### config.mk
export PLATFORM = sky130hd
export DESIGN_NAME = device_caps_two_regs
export DESIGN_NICKNAME = d
export VERILOG_FILES = /design/src/rtl/dev_caps_pkg.sv /design/src/rtl/rx_prefix_guard.sv /design/src/rtl/device_caps_two_regs.sv
export SDC_FILE = /design/constraint.sdc
export NUM_CORES = 1
export LEC_CHECK = 0
export BUFFER_PORTS_ARGS = -buffer_cell sky130_fd_sc_hd__clkbuf_2
export CORE_MARGIN = 10
export CORE_UTILIZATION = 50
export CTS_CLUSTER_SIZE = 30
export DETAILED_ROUTE_END_ITERATION = 6
export HOLD_SLACK_MARGIN = 0.02
export PLACE_DENSITY = 0.85
export SYNTH_ARGS = -nofsm -noshare
export SYNTH_HDL_FRONTEND = slang
export SYNTH_SLANG_ARGS = --single-unit
### constraint.sdc
create_clock -name i_clock -period 3.6 [get_ports i_clock]
set_input_delay 0.36 -clock i_clock [delete_from_list [all_inputs] [get_ports i_clock]]
set_output_delay 0.36 -clock i_clock [all_outputs]
set_load 0.02 [all_outputs]
### src/rtl/dev_caps_pkg.sv
// package: register map, field layout and carriers for the device capabilities two block
package dev_caps_pkg;

   // ==========================================================
   // register offsets (byte addresses)
   localparam logic [7:0] DEVICE_CAPABILITIES_TWO_OFS = 8'h24;
   localparam logic [7:0] MALFORMED_COUNT_OFS         = 8'h40;
   localparam logic [7:0] RX_CONTROL_OFS              = 8'h44;
   localparam logic [7:0] RX_STATUS_OFS               = 8'h48;

   // ==========================================================
   // field positions of device_capabilities_two
   localparam int MAX_PREFIX_COUNT_LSB     = 22;
   localparam int PREFIX_SUPPORT_BIT       = 21;
   localparam int WIDE_FORMAT_BIT          = 20;
   localparam int BUFFER_FLUSH_LSB         = 18;
   localparam int HINT_COMPLETER_LSB       = 12;
   localparam int LATENCY_REPORT_BIT       = 11;
   localparam int RELAXED_PASSING_BIT      = 10;
   localparam int WIDE_CAS_BIT             = 9;
   localparam int ATOMIC64_BIT             = 8;
   localparam int ATOMIC32_BIT             = 7;
   localparam int ATOMIC_ROUTING_BIT       = 6;
   localparam int ALT_ROUTING_FORWARD_BIT  = 5;
   localparam int TIMEOUT_DISABLE_BIT      = 4;
   localparam int TIMEOUT_RANGES_LSB       = 0;

   // processing hint completer encodings
   localparam logic [1:0] HINT_NONE     = 2'h0;
   localparam logic [1:0] HINT_BASIC    = 2'h1;
   localparam logic [1:0] HINT_RESERVED = 2'h2;
   localparam logic [1:0] HINT_BOTH     = 2'h3;

   // ==========================================================
   // own control and status fields, and the wide bit of the tlp format field
   localparam int CTRL_CLEAR_COUNT_BIT   = 0;
   localparam int STAT_SEEN_BIT          = 0;
   localparam int STAT_LAST_COUNT_LSB    = 4;
   localparam int FMT_WIDE_BIT           = 2;

   // ==========================================================
   // reset values
   localparam logic [31:0] RESET_WORD    = 32'h0000_0000;
   localparam logic [2:0]  RESET_COUNT3  = 3'h0;

   // ==========================================================
   // carriers
   typedef struct packed {
      logic       valid;
      logic [2:0] fmt;
      logic [2:0] prefix_count;
      logic [7:0] tag;
   } rx_tlp_t;

   typedef struct packed {
      logic       accepted;
      logic       malformed;
      logic [2:0] prefix_count;
      logic [7:0] tag;
   } rx_verdict_t;

   typedef struct packed {
      logic       read;
      logic       write;
      logic [7:0] address;
      logic [3:0] byteenable;
      logic [31:0] writedata;
   } bus_req_t;

endpackage

### src/rtl/rx_prefix_guard.sv
// module: judges each received tlp header against the advertised prefix and format limits
`timescale 1ns/100ps
`default_nettype none

module rx_prefix_guard
(
   input  wire logic                  i_clock,            // 200 MHz core clock
   input  wire logic                  i_rst,              // synchronous reset, active high
   input  wire dev_caps_pkg::rx_tlp_t i_tlp,              // header descriptor from receive path
   input  wire logic [2:0]            i_allowed_prefixes, // most prefixes accepted per tlp
   input  wire logic                  i_wide_format,      // three-bit format field decoded
   output var  dev_caps_pkg::rx_verdict_t o_verdict       // registered verdict, one cycle later
);

   // ==========================================================
   // decision
   wire logic too_many_prefixes;
   wire logic bad_format;
   wire logic reject;

   assign too_many_prefixes = i_tlp.prefix_count > i_allowed_prefixes; // [RL2]
   // a two-bit decoder cannot see the top format bit, so a set one is unparseable
   assign bad_format = ~i_wide_format & i_tlp.fmt[dev_caps_pkg::FMT_WIDE_BIT]; // [RL4]
   assign reject = too_many_prefixes | bad_format;

   // ==========================================================
   // verdict register
   always_ff @(posedge i_clock)
   begin
      if (i_rst)
      begin
         o_verdict <= '0;
      end
      else
      begin
         o_verdict.accepted     <= i_tlp.valid & ~reject;
         o_verdict.malformed    <= i_tlp.valid & reject; // [RL2]
         o_verdict.prefix_count <= i_tlp.prefix_count;
         o_verdict.tag          <= i_tlp.tag;
      end
   end

endmodule

`default_nettype wire

### src/rtl/device_caps_two_regs.sv
// module: device capabilities two register, avalon slave and receive prefix policing
//
// Function
// (RL1) bits 23:22 report the most end-to-end prefixes accepted in one tlp.
// (RL2) a received tlp with more prefixes than reported is marked malformed.
// (RL3) bit 21 reads one when prefixed tlps are accepted, else zero.
// (RL4) bit 20 reads one for a three-bit format field, zero for two-bit.
// (RL5) bits 19:18 report a fixed buffer flush support level.
// (RL6) bits 13:12 report hint completer level; reserved 10b never reported.
// (RL7) bit 11 reads one when latency tolerance reporting is implemented.
// (RL8) relaxed passing, atomic routing and forwarding bits always read zero.
// (RL9) bit 9 reads one exactly when 128-bit compare-and-swap completes.
// (RL10) bit 8 reads one exactly when 64-bit atomics complete.
// (RL11) bit 7 reads one exactly when 32-bit atomics complete.
// (RL12) bit 4 reads one when timeout disable exists; required for requesters.
// (RL13) bits 3:0 report fixed supported completion timeout ranges.
// (RL14) register is read-only; writes ignored, reserved bits read zero.
//
// Decided for this implementation: register access over Avalon-MM.
`timescale 1ns/100ps
`default_nettype none

module device_caps_two_regs
#(
   parameter logic [1:0] MAX_PREFIX_COUNT     = 2'h1, // prefixes accepted per tlp
   parameter logic       PREFIX_SUPPORT       = 1'b1, // prefixed tlps accepted
   parameter logic       WIDE_FORMAT          = 1'b1, // three-bit format field
   parameter logic [1:0] BUFFER_FLUSH_LEVEL   = 2'h0, // buffer flush support level
   parameter logic [1:0] HINT_COMPLETER_LEVEL = 2'h0, // hint completer encoding
   parameter logic       LATENCY_REPORT       = 1'b0, // latency reporting present
   parameter logic       WIDE_CAS_COMPLETER   = 1'b0, // 128-bit cas completer
   parameter logic       ATOMIC64_COMPLETER   = 1'b0, // 64-bit atomic completer
   parameter logic       ATOMIC32_COMPLETER   = 1'b0, // 32-bit atomic completer
   parameter logic       TIMEOUT_DISABLE      = 1'b1, // timeout disable present
   parameter logic       ISSUES_OWN_REQUESTS  = 1'b1, // endpoint masters requests
   parameter logic [3:0] TIMEOUT_RANGES       = 4'h0, // supported timeout ranges
   parameter int         COUNT_W              = 16    // malformed counter width
)
(
   input  wire logic                  i_clock,       // 200 MHz clock
   input  wire logic                  i_rst,         // synchronous reset, active high
   input  wire logic [7:0]            i_address,     // avalon byte address
   input  wire logic                  i_read,        // avalon read request
   input  wire logic                  i_write,       // avalon write request
   input  wire logic [3:0]            i_byteenable,  // avalon byte enables
   input  wire logic [31:0]           i_writedata,   // avalon write data
   output var  logic [31:0]           o_readdata,    // avalon read data, registered
   output logic                       o_waitrequest, // avalon stall
   input  wire dev_caps_pkg::rx_tlp_t i_rx_tlp,      // received tlp header descriptor
   output var  dev_caps_pkg::rx_verdict_t o_rx_verdict // verdict per tlp, registered
);

   // ==========================================================
   // capability word, fixed at elaboration
   wire logic [1:0]  hint_level;
   wire logic        timeout_disable_bit;
   wire logic [2:0]  allowed_prefixes;
   logic      [31:0] cap_word;

   // a reserved encoding is folded to no support rather than advertised
   assign hint_level = (HINT_COMPLETER_LEVEL == dev_caps_pkg::HINT_RESERVED) ?
                       dev_caps_pkg::HINT_NONE : HINT_COMPLETER_LEVEL; // [RL6]

   // a requesting endpoint must offer timeout disable whatever the strap says
   assign timeout_disable_bit = TIMEOUT_DISABLE | ISSUES_OWN_REQUESTS; // [RL12]

   // without prefix support no prefix at all is tolerated
   assign allowed_prefixes = PREFIX_SUPPORT ? {1'b0, MAX_PREFIX_COUNT} : 3'h0; // [RL2]

   always_comb
   begin
      cap_word = dev_caps_pkg::RESET_WORD; // [RL14]
      cap_word[dev_caps_pkg::MAX_PREFIX_COUNT_LSB +: 2] = MAX_PREFIX_COUNT; // [RL1]
      cap_word[dev_caps_pkg::PREFIX_SUPPORT_BIT] = PREFIX_SUPPORT; // [RL3]
      cap_word[dev_caps_pkg::WIDE_FORMAT_BIT] = WIDE_FORMAT; // [RL4]
      cap_word[dev_caps_pkg::BUFFER_FLUSH_LSB +: 2] = BUFFER_FLUSH_LEVEL; // [RL5]
      cap_word[dev_caps_pkg::HINT_COMPLETER_LSB +: 2] = hint_level; // [RL6]
      cap_word[dev_caps_pkg::LATENCY_REPORT_BIT] = LATENCY_REPORT; // [RL7]
      cap_word[dev_caps_pkg::RELAXED_PASSING_BIT] = 1'b0; // [RL8]
      cap_word[dev_caps_pkg::WIDE_CAS_BIT] = WIDE_CAS_COMPLETER; // [RL9]
      cap_word[dev_caps_pkg::ATOMIC64_BIT] = ATOMIC64_COMPLETER; // [RL10]
      cap_word[dev_caps_pkg::ATOMIC32_BIT] = ATOMIC32_COMPLETER; // [RL11]
      cap_word[dev_caps_pkg::ATOMIC_ROUTING_BIT] = 1'b0; // [RL8]
      cap_word[dev_caps_pkg::ALT_ROUTING_FORWARD_BIT] = 1'b0; // [RL8]
      cap_word[dev_caps_pkg::TIMEOUT_DISABLE_BIT] = timeout_disable_bit; // [RL12]
      cap_word[dev_caps_pkg::TIMEOUT_RANGES_LSB +: 4] = TIMEOUT_RANGES; // [RL13]
   end

   // ==========================================================
   // receive policing
   dev_caps_pkg::rx_verdict_t verdict;

   rx_prefix_guard u_guard
   (
      .i_clock            (i_clock),
      .i_rst              (i_rst),
      .i_tlp              (i_rx_tlp),
      .i_allowed_prefixes (allowed_prefixes),
      .i_wide_format      (WIDE_FORMAT),
      .o_verdict          (verdict)
   );

   assign o_rx_verdict = verdict;

   // ==========================================================
   // bus request carrier
   dev_caps_pkg::bus_req_t req;

   assign req.read       = i_read;
   assign req.write      = i_write;
   assign req.address    = i_address;
   assign req.byteenable = i_byteenable;
   assign req.writedata  = i_writedata;

   // ==========================================================
   // bus handshake: every access stalls one cycle, then completes
   typedef enum logic [1:0]
   {
      BUS_IDLE   = 2'b00,
      BUS_ANSWER = 2'b01
   } bus_state_t;

   bus_state_t bus_state_r;
   bus_state_t bus_state_nxt;

   wire logic req_any;
   wire logic req_first;
   wire logic req_done;

   assign req_any   = req.read | req.write;
   assign req_first = req_any & (bus_state_r == BUS_IDLE);
   assign req_done  = req_any & (bus_state_r == BUS_ANSWER);

   always_comb
   begin
      case (bus_state_r)
         BUS_IDLE:
         begin
            bus_state_nxt = req_any ? BUS_ANSWER : BUS_IDLE;
         end
         BUS_ANSWER:
         begin
            bus_state_nxt = BUS_IDLE;
         end
         default:
         begin
            bus_state_nxt = BUS_IDLE;
         end
      endcase
   end

   always_ff @(posedge i_clock)
   begin
      if (i_rst)
      begin
         bus_state_r <= BUS_IDLE;
      end
      else
      begin
         bus_state_r <= bus_state_nxt;
      end
   end

   assign o_waitrequest = req_any & ~req_done;

   // ==========================================================
   // address decode
   wire logic sel_cap;
   wire logic sel_count;
   wire logic sel_control;
   wire logic sel_status;

   assign sel_cap     = req.address == dev_caps_pkg::DEVICE_CAPABILITIES_TWO_OFS;
   assign sel_count   = req.address == dev_caps_pkg::MALFORMED_COUNT_OFS;
   assign sel_control = req.address == dev_caps_pkg::RX_CONTROL_OFS;
   assign sel_status  = req.address == dev_caps_pkg::RX_STATUS_OFS;

   // writes land once, on the completing edge; a write to the
   // capability word decodes to nothing and so changes nothing
   wire logic wr_take;
   wire logic clear_count;
   wire logic clear_seen;

   assign wr_take     = req_done & req.write;
   assign clear_count = wr_take & sel_control & req.byteenable[0] &
                        req.writedata[dev_caps_pkg::CTRL_CLEAR_COUNT_BIT];
   assign clear_seen  = wr_take & sel_status & req.byteenable[0] &
                        req.writedata[dev_caps_pkg::STAT_SEEN_BIT];

   // ==========================================================
   // malformed statistics
   logic [COUNT_W-1:0] malformed_count_r;
   logic [COUNT_W-1:0] malformed_count_nxt;
   logic               seen_r;
   logic               seen_nxt;
   logic [2:0]         last_count_r;
   logic [2:0]         last_count_nxt;

   wire logic count_full;

   // saturate so a flood of bad tlps never wraps back to a small value
   assign count_full = &malformed_count_r;

   always_comb
   begin
      malformed_count_nxt = malformed_count_r;
      if (clear_count)
      begin
         malformed_count_nxt = '0;
      end
      // an event in the clearing cycle is counted, not lost
      if (verdict.malformed)
      begin
         if (clear_count)
         begin
            malformed_count_nxt = COUNT_W'(1);
         end
         else if (!count_full)
         begin
            malformed_count_nxt = malformed_count_r + COUNT_W'(1);
         end
      end
   end

   always_comb
   begin
      seen_nxt       = seen_r;
      last_count_nxt = last_count_r;
      if (clear_seen)
      begin
         seen_nxt = 1'b0;
      end
      if (verdict.malformed)
      begin
         seen_nxt       = 1'b1;
         last_count_nxt = verdict.prefix_count;
      end
   end

   always_ff @(posedge i_clock)
   begin
      if (i_rst)
      begin
         malformed_count_r <= '0;
         seen_r            <= 1'b0;
         last_count_r      <= dev_caps_pkg::RESET_COUNT3;
      end
      else
      begin
         malformed_count_r <= malformed_count_nxt;
         seen_r            <= seen_nxt;
         last_count_r      <= last_count_nxt;
      end
   end

   // ==========================================================
   // read data
   wire logic [31:0] count_word;
   logic      [31:0] status_word;
   wire logic [31:0] read_word;

   assign count_word = 32'(malformed_count_r);

   always_comb
   begin
      status_word = dev_caps_pkg::RESET_WORD;
      status_word[dev_caps_pkg::STAT_SEEN_BIT] = seen_r;
      status_word[dev_caps_pkg::STAT_LAST_COUNT_LSB +: 3] = last_count_r;
   end

   // control reads zero: its only bit is a self-clearing command
   assign read_word = sel_cap    ? cap_word : // [RL14]
                      sel_count  ? count_word :
                      sel_status ? status_word :
                      dev_caps_pkg::RESET_WORD;

   always_ff @(posedge i_clock)
   begin
      if (i_rst)
      begin
         o_readdata <= dev_caps_pkg::RESET_WORD;
      end
      else if (req_first & req.read)
      begin
         o_readdata <= read_word;
      end
   end

endmodule

`default_nettype wire

* Yosys cells after proc, flatten, opt, wreduce, memory -nomap -nowiden *
Cells that the tools add are included.

cells by class
  add/sub/neg operators = 1
  eq/ne operators = 5
  multiplexer cells = 10
  reductions and logical operators = 4
  bitwise gates (word level) = 17
  magnitude comparators = 1

operators by type and width
  operator               number
  $mux 16                5
  $eq 8x7->1 const B     3
  $mux 23                1
  $add 16x1->16 const B  1
  $reduce_and 16->1      1
  $and 1x1->1            13
  $eq 8x6->1 const B     1
  $mux 7                 1
  $gt 3x1->1 const B     1
  $mux 1                 3
  $not 1->1              3
  $eq 2x1->1 const B     1
  $logic_not 2->1        1
  $reduce_bool 2->1      1
  $reduce_or 2->1        1
  $or 1x1->1             1

storage, ports and cells
  word-level logic and storage cells = 47
  register bits = 67
  input port bits = 63

* Logic depth before layout (Yosys ltp) *
  depth in word-level cells = 10
  mapped depth = 6
  gate-level depth less buffers = 5

* Hierarchy *
Synthesis repeated with hierarchy kept, for this count alone.

second synthesis, totals
  cell total of the unflattened synthesis = 252
  area total of the unflattened synthesis = 2,279.7 µm²

by module, submodules not included
  module                cells each  times used  seq. area each (µm²)  area an instance (µm²)
  device_caps_two_regs  211         1           760.7                 1,839.3
  rx_prefix_guard       41          1           260.2                 440.4

* Worst setup path after synthesis *
Ideal clock, no wire load.

  path kind = reg2reg
  start point = reg malformed_count_r[0]
  end point = reg malformed_count_r[6]
  stages on the path, launching flop included = 7
  library setup time = 0.071 ns
  setup slack = 2.019 ns
  period minus slack after synthesis = 1.581 ns
  arrival time = 1.510 ns
  cells stage by stage = dfxtp_1 > ha_1 > and4_1 > buf_4 > nand2_2 > or4_1 > a21oi_1

between the ends
  cells in the longest elaborated chain, start to end = 4
  elaborated cells between the ends (all ways) = 5
  classes of those cells = 1 x add/sub; 3 x mux; 1 x reduce/logical

RTL lines
  what                                                line                                                      source
  start: declaration                                  device_caps_two_regs.sv:192                               logic [COUNT_W-1:0] malformed_count_r;
  start signal: assignment                            device_caps_two_regs.sv:250                               malformed_count_r <= malformed_count_nxt;
  $add 16x1->16 or $reduce_and 16->1 (tied branches)  device_caps_two_regs.sv:220, device_caps_two_regs.sv:202
  $mux 16 *                                           device_caps_two_regs.sv:218                               else if (!count_full)
  $mux 16 *                                           device_caps_two_regs.sv:214                               if (clear_count)
  $mux 16 *                                           device_caps_two_regs.sv:212                               if (verdict.malformed)

Every way passes the cells marked *; elsewhere a longest branch is shown, timed or not.
A chain may end at the register's enable or synchronous reset.

* Worst setup path in the final report *
  start point = reg malformed_count_r[0]
  end point = reg malformed_count_r[12]

Same word-level chain as after synthesis.

==> impl_metrics.csv <==
group,metric,value,unit
outcome,outcome,"finished, final reports clean",
floorplanning,fp.dieArea,7767,um^2
global_route,grt_usage,13.42,%
synthesis,synth_top_family_by_area,"simple AND/OR/NAND/NOR gates",
synthesis,yosysWarnings,0,
worst_setup_path,crit_arrival,2.12,ns
clock_network,clock_sinks,51,
floorplanning,initial_utilization,52.58,%
global_route,grt_pass1_wl,8.500,mm
sta,tightest_slew,0.9973,ns
clock_network,clock-root-buffer,"clkbuf_8",
worst_setup_path,cp.depth,5,
synthesis,synth-seq-cells,51,
routing,antenna_left,0,
worst_setup_path,crit_path_start,"malformed_count_r[0]",
synthesis,syn_inst,243,
worst_setup_path,ff2ff_path_depth,5,
routing,drcViolationCount,0,
routing,drtIter0Drc,114,
worst_setup_path,start_kind,"register",
synthesis,synth_top_cell_by_area,"dfxtp_1",
global_route,grt_max_degree,37,
synthesis,synth_ff_type,"dfxtp_1",
flow_run,maxCapViolations,0,
synthesis,netlist_top_cells_area,"dfxtp_1 (44%), buf_4 (6.5%), a22oi_1 (4.9%)",
place,preCtsSetupSlack,1.611,ns
sta,setup_viol,0,
global_route,grt-ovfl-total,0,
synthesis,synth.mux.area_fraction,4.798,%
layout,insertedDiodeCount,0,
synthesis,yosysMostFrequentCell,"dfxtp_1",
routing,vias,1873,
routing,wl_met1,2.154,mm
routing,routedWlPerCell,15.57,um
global_route,antenna_found_initial,0,
clock_network,clk_path_buf_depth,2,
routing,viasPerCell,5.445,
synthesis,syn_avg_cell_area,9.551,um^2
sta,rsz0062_at_grt,"no",
layout,nets,355,
place,port_buffers,58,
floorplanning,rows,24,
power,fin_total_pwr,1025,uW
worst_setup_path,r2r_start,"malformed_count_r[0]",
worst_setup_path,worstPathRequired,3.81,ns
synthesis,synthDistinctLibCells,50,
global_route,grt_pass1_vias,1784,
power,power_density,391.4,nW/um^2
sta,fin_ws,1.695,ns
worst_setup_path,crit_type,"register to register",
synthesis,synth_compound_area_share,15.09,%
floorplanning,core-area,4414,um^2
synthesis,synth-async-reset-ratio,0,%
routing,dr_wl_met2,2.618,mm
sta,timing.fmax,525.0,MHz
synthesis,synth_edf_count,0,
synthesis,synth_xor_area_share,0,%
worst_setup_path,reg2reg_to,"malformed_count_r[12]",
layout,areaGrowthSynthToFinish,12.78,%
worst_setup_path,slowest_delay,0.44,ns
sta,finClkSkew,0.01116,ns
sta,slew_headroom,33.20,%
routing,met3_length,530,um
routing,wl,5.357,mm
synthesis,synthAdderAreaFrac,0.5391,%
worst_setup_path,cp_slowest_cell,"dfxtp_1",
sta,final_hold_viol_count,0,
clock_network,h-tree-depth,2,
worst_setup_path,crit_chain,"ha_1 -> nand4_1 -> nor4_4 -> a31oi_1 -> a311oi_1",
clock_network,cts_hold_buf,0,
power,leakage,0.001119,uW
layout,drive_gt1_share,28.42,%
synthesis,synth_top_area_share,43.99,%
sta,whs,0.2304,ns
sta,fin_tns_setup,0,ns
clock_network,path_clk_slew,0.09,ns
clock_network,cts_resized,0,
synthesis,ys_top_cells_by_count,"dfxtp_1 (51), nor2_1 (29), buf_4 (20), a22oi_1 (15), nand2_1 (13)",
worst_setup_path,crit_fanout,6,
worst_setup_path,cp-end-kind,"register",
sta,min_period,1.905,ns
worst_hold_path,hp-class,"primary input to register",
routing,dr.pass1.iters,4,
synthesis,ys_seq_area_share,43.99,%
place,place_congestion,0.8319,
sta,fin_crit_sh,52.91,%
place,post-dp-hpwl,4.057,mm
worst_setup_path,reg2reg_slack,1.70,ns
floorplanning,die_w,88.13,um
clock_network,clkLatencyLatePin,0.32,ns
worst_setup_path,timing.critical_path.buf_inv,0,
sta,final-max-slew-violation-count,0,
worst_setup_path,critical-path-top-delay-family,"simple AND/OR/NAND/NOR gates",
power,irDropWorstVdd,0.0002326,V
clock_network,cts_buffers,5,
worst_setup_path,worstSetupEndpoint,"malformed_count_r[12]",
routing,highest_layer,"met4",
synthesis,synthSimpleGateAreaFrac,25.77,%
synthesis,syn_area,2321,um^2
floorplanning,ios,109,
clock_network,tritoncts,"done",
clock_network,post_cts_buffers,0,
floorplanning,die_h,88.13,um
-- metal layers --
metal	up-vias	track usage, %
met1	869	15.72
li1	944	-
met5	-	0
met2	52	22.09
met4	0	3.709
met3	8	5.571
-- state kept, by name, summed over array words and instances, names as in the netlist --
name               flops
seen_r                 1
u_guard.o_verdict     13
o_readdata            17
last_count_r           3
bus_state_r            1
malformed_count_r     16
-- cell type report --
type / count / area (um^2)
Multi-Input combinational cell: 169 / 1121
Fill cell: 383 / 1797
Clock inverter: 3 / 25.02
Inverter: 5 / 18.77
Sequential cell: 51 / 1021
Timing Repair Buffer: 59 / 297.8
Tap cell: 52 / 65.06
Clock buffer: 5 / 68.82
-- cell usage in the layout, fill, tap and decap left out, types with 4 or more instances in the layout --
master and instances:
nand4_1 4, clkbuf_2 58, a21oi_1 12, dfxtp_1 51
nor3_1 7, inv_1 5, a22oi_1 15, nor2_1 29
mux2i_1 10, nand3_1 5, conb_1 13, nand2_1 13
clkbuf_8 5, nor2b_1 11
-- stage by stage --
step | instance area [um^2] | utilization (%) | std cells
finish | 2618 | 59.30 | 344
global route | 2618 | 59.30 | 344
CTS | 2618 | 59.30 | 344
detailed placement | 2524 | 57.17 | 336
global placement | 2524 | 57.17 | 336
floorplan | 2366 | - | 255
-- worst min-delay path by stage --
stage	startpoint	endpoint	cells past startpoint
after CTS	i_rx_tlp[10]	u_guard.o_verdict[12]	2
final	i_rx_tlp[10]	u_guard.o_verdict[12]	2
after global placement	bus_state_r[0]	bus_state_r[0]	1
after detailed placement	bus_state_r[0]	bus_state_r[0]	1
after floorplan	bus_state_r[0]	bus_state_r[0]	1
after global routing	i_rx_tlp[9]	u_guard.o_verdict[12]	2
-- power breakdown --
| part | switching [uW] | total [uW] | internal [uW] | leakage, uW |
|---|---|---|---|---|
| registers | 8.49 | 585 | 576 | 0.000415 |
| logic | 65.2 | 98.0 | 32.8 | 0.000660 |
| clock network | 202 | 342 | 139 | 0.0000443 |
| total | 276 | 1020 | 748 | 0.00112 |
-- kinds of logic after synthesis --
logic type	after synthesis
and+or+nand+nor	95
DFF	51
other	1
buffers and inverters	35
AOI/OAI and AO/OA	49
muxes	11
adders and majority gates	1
Power figures use the tool's default switching activity.
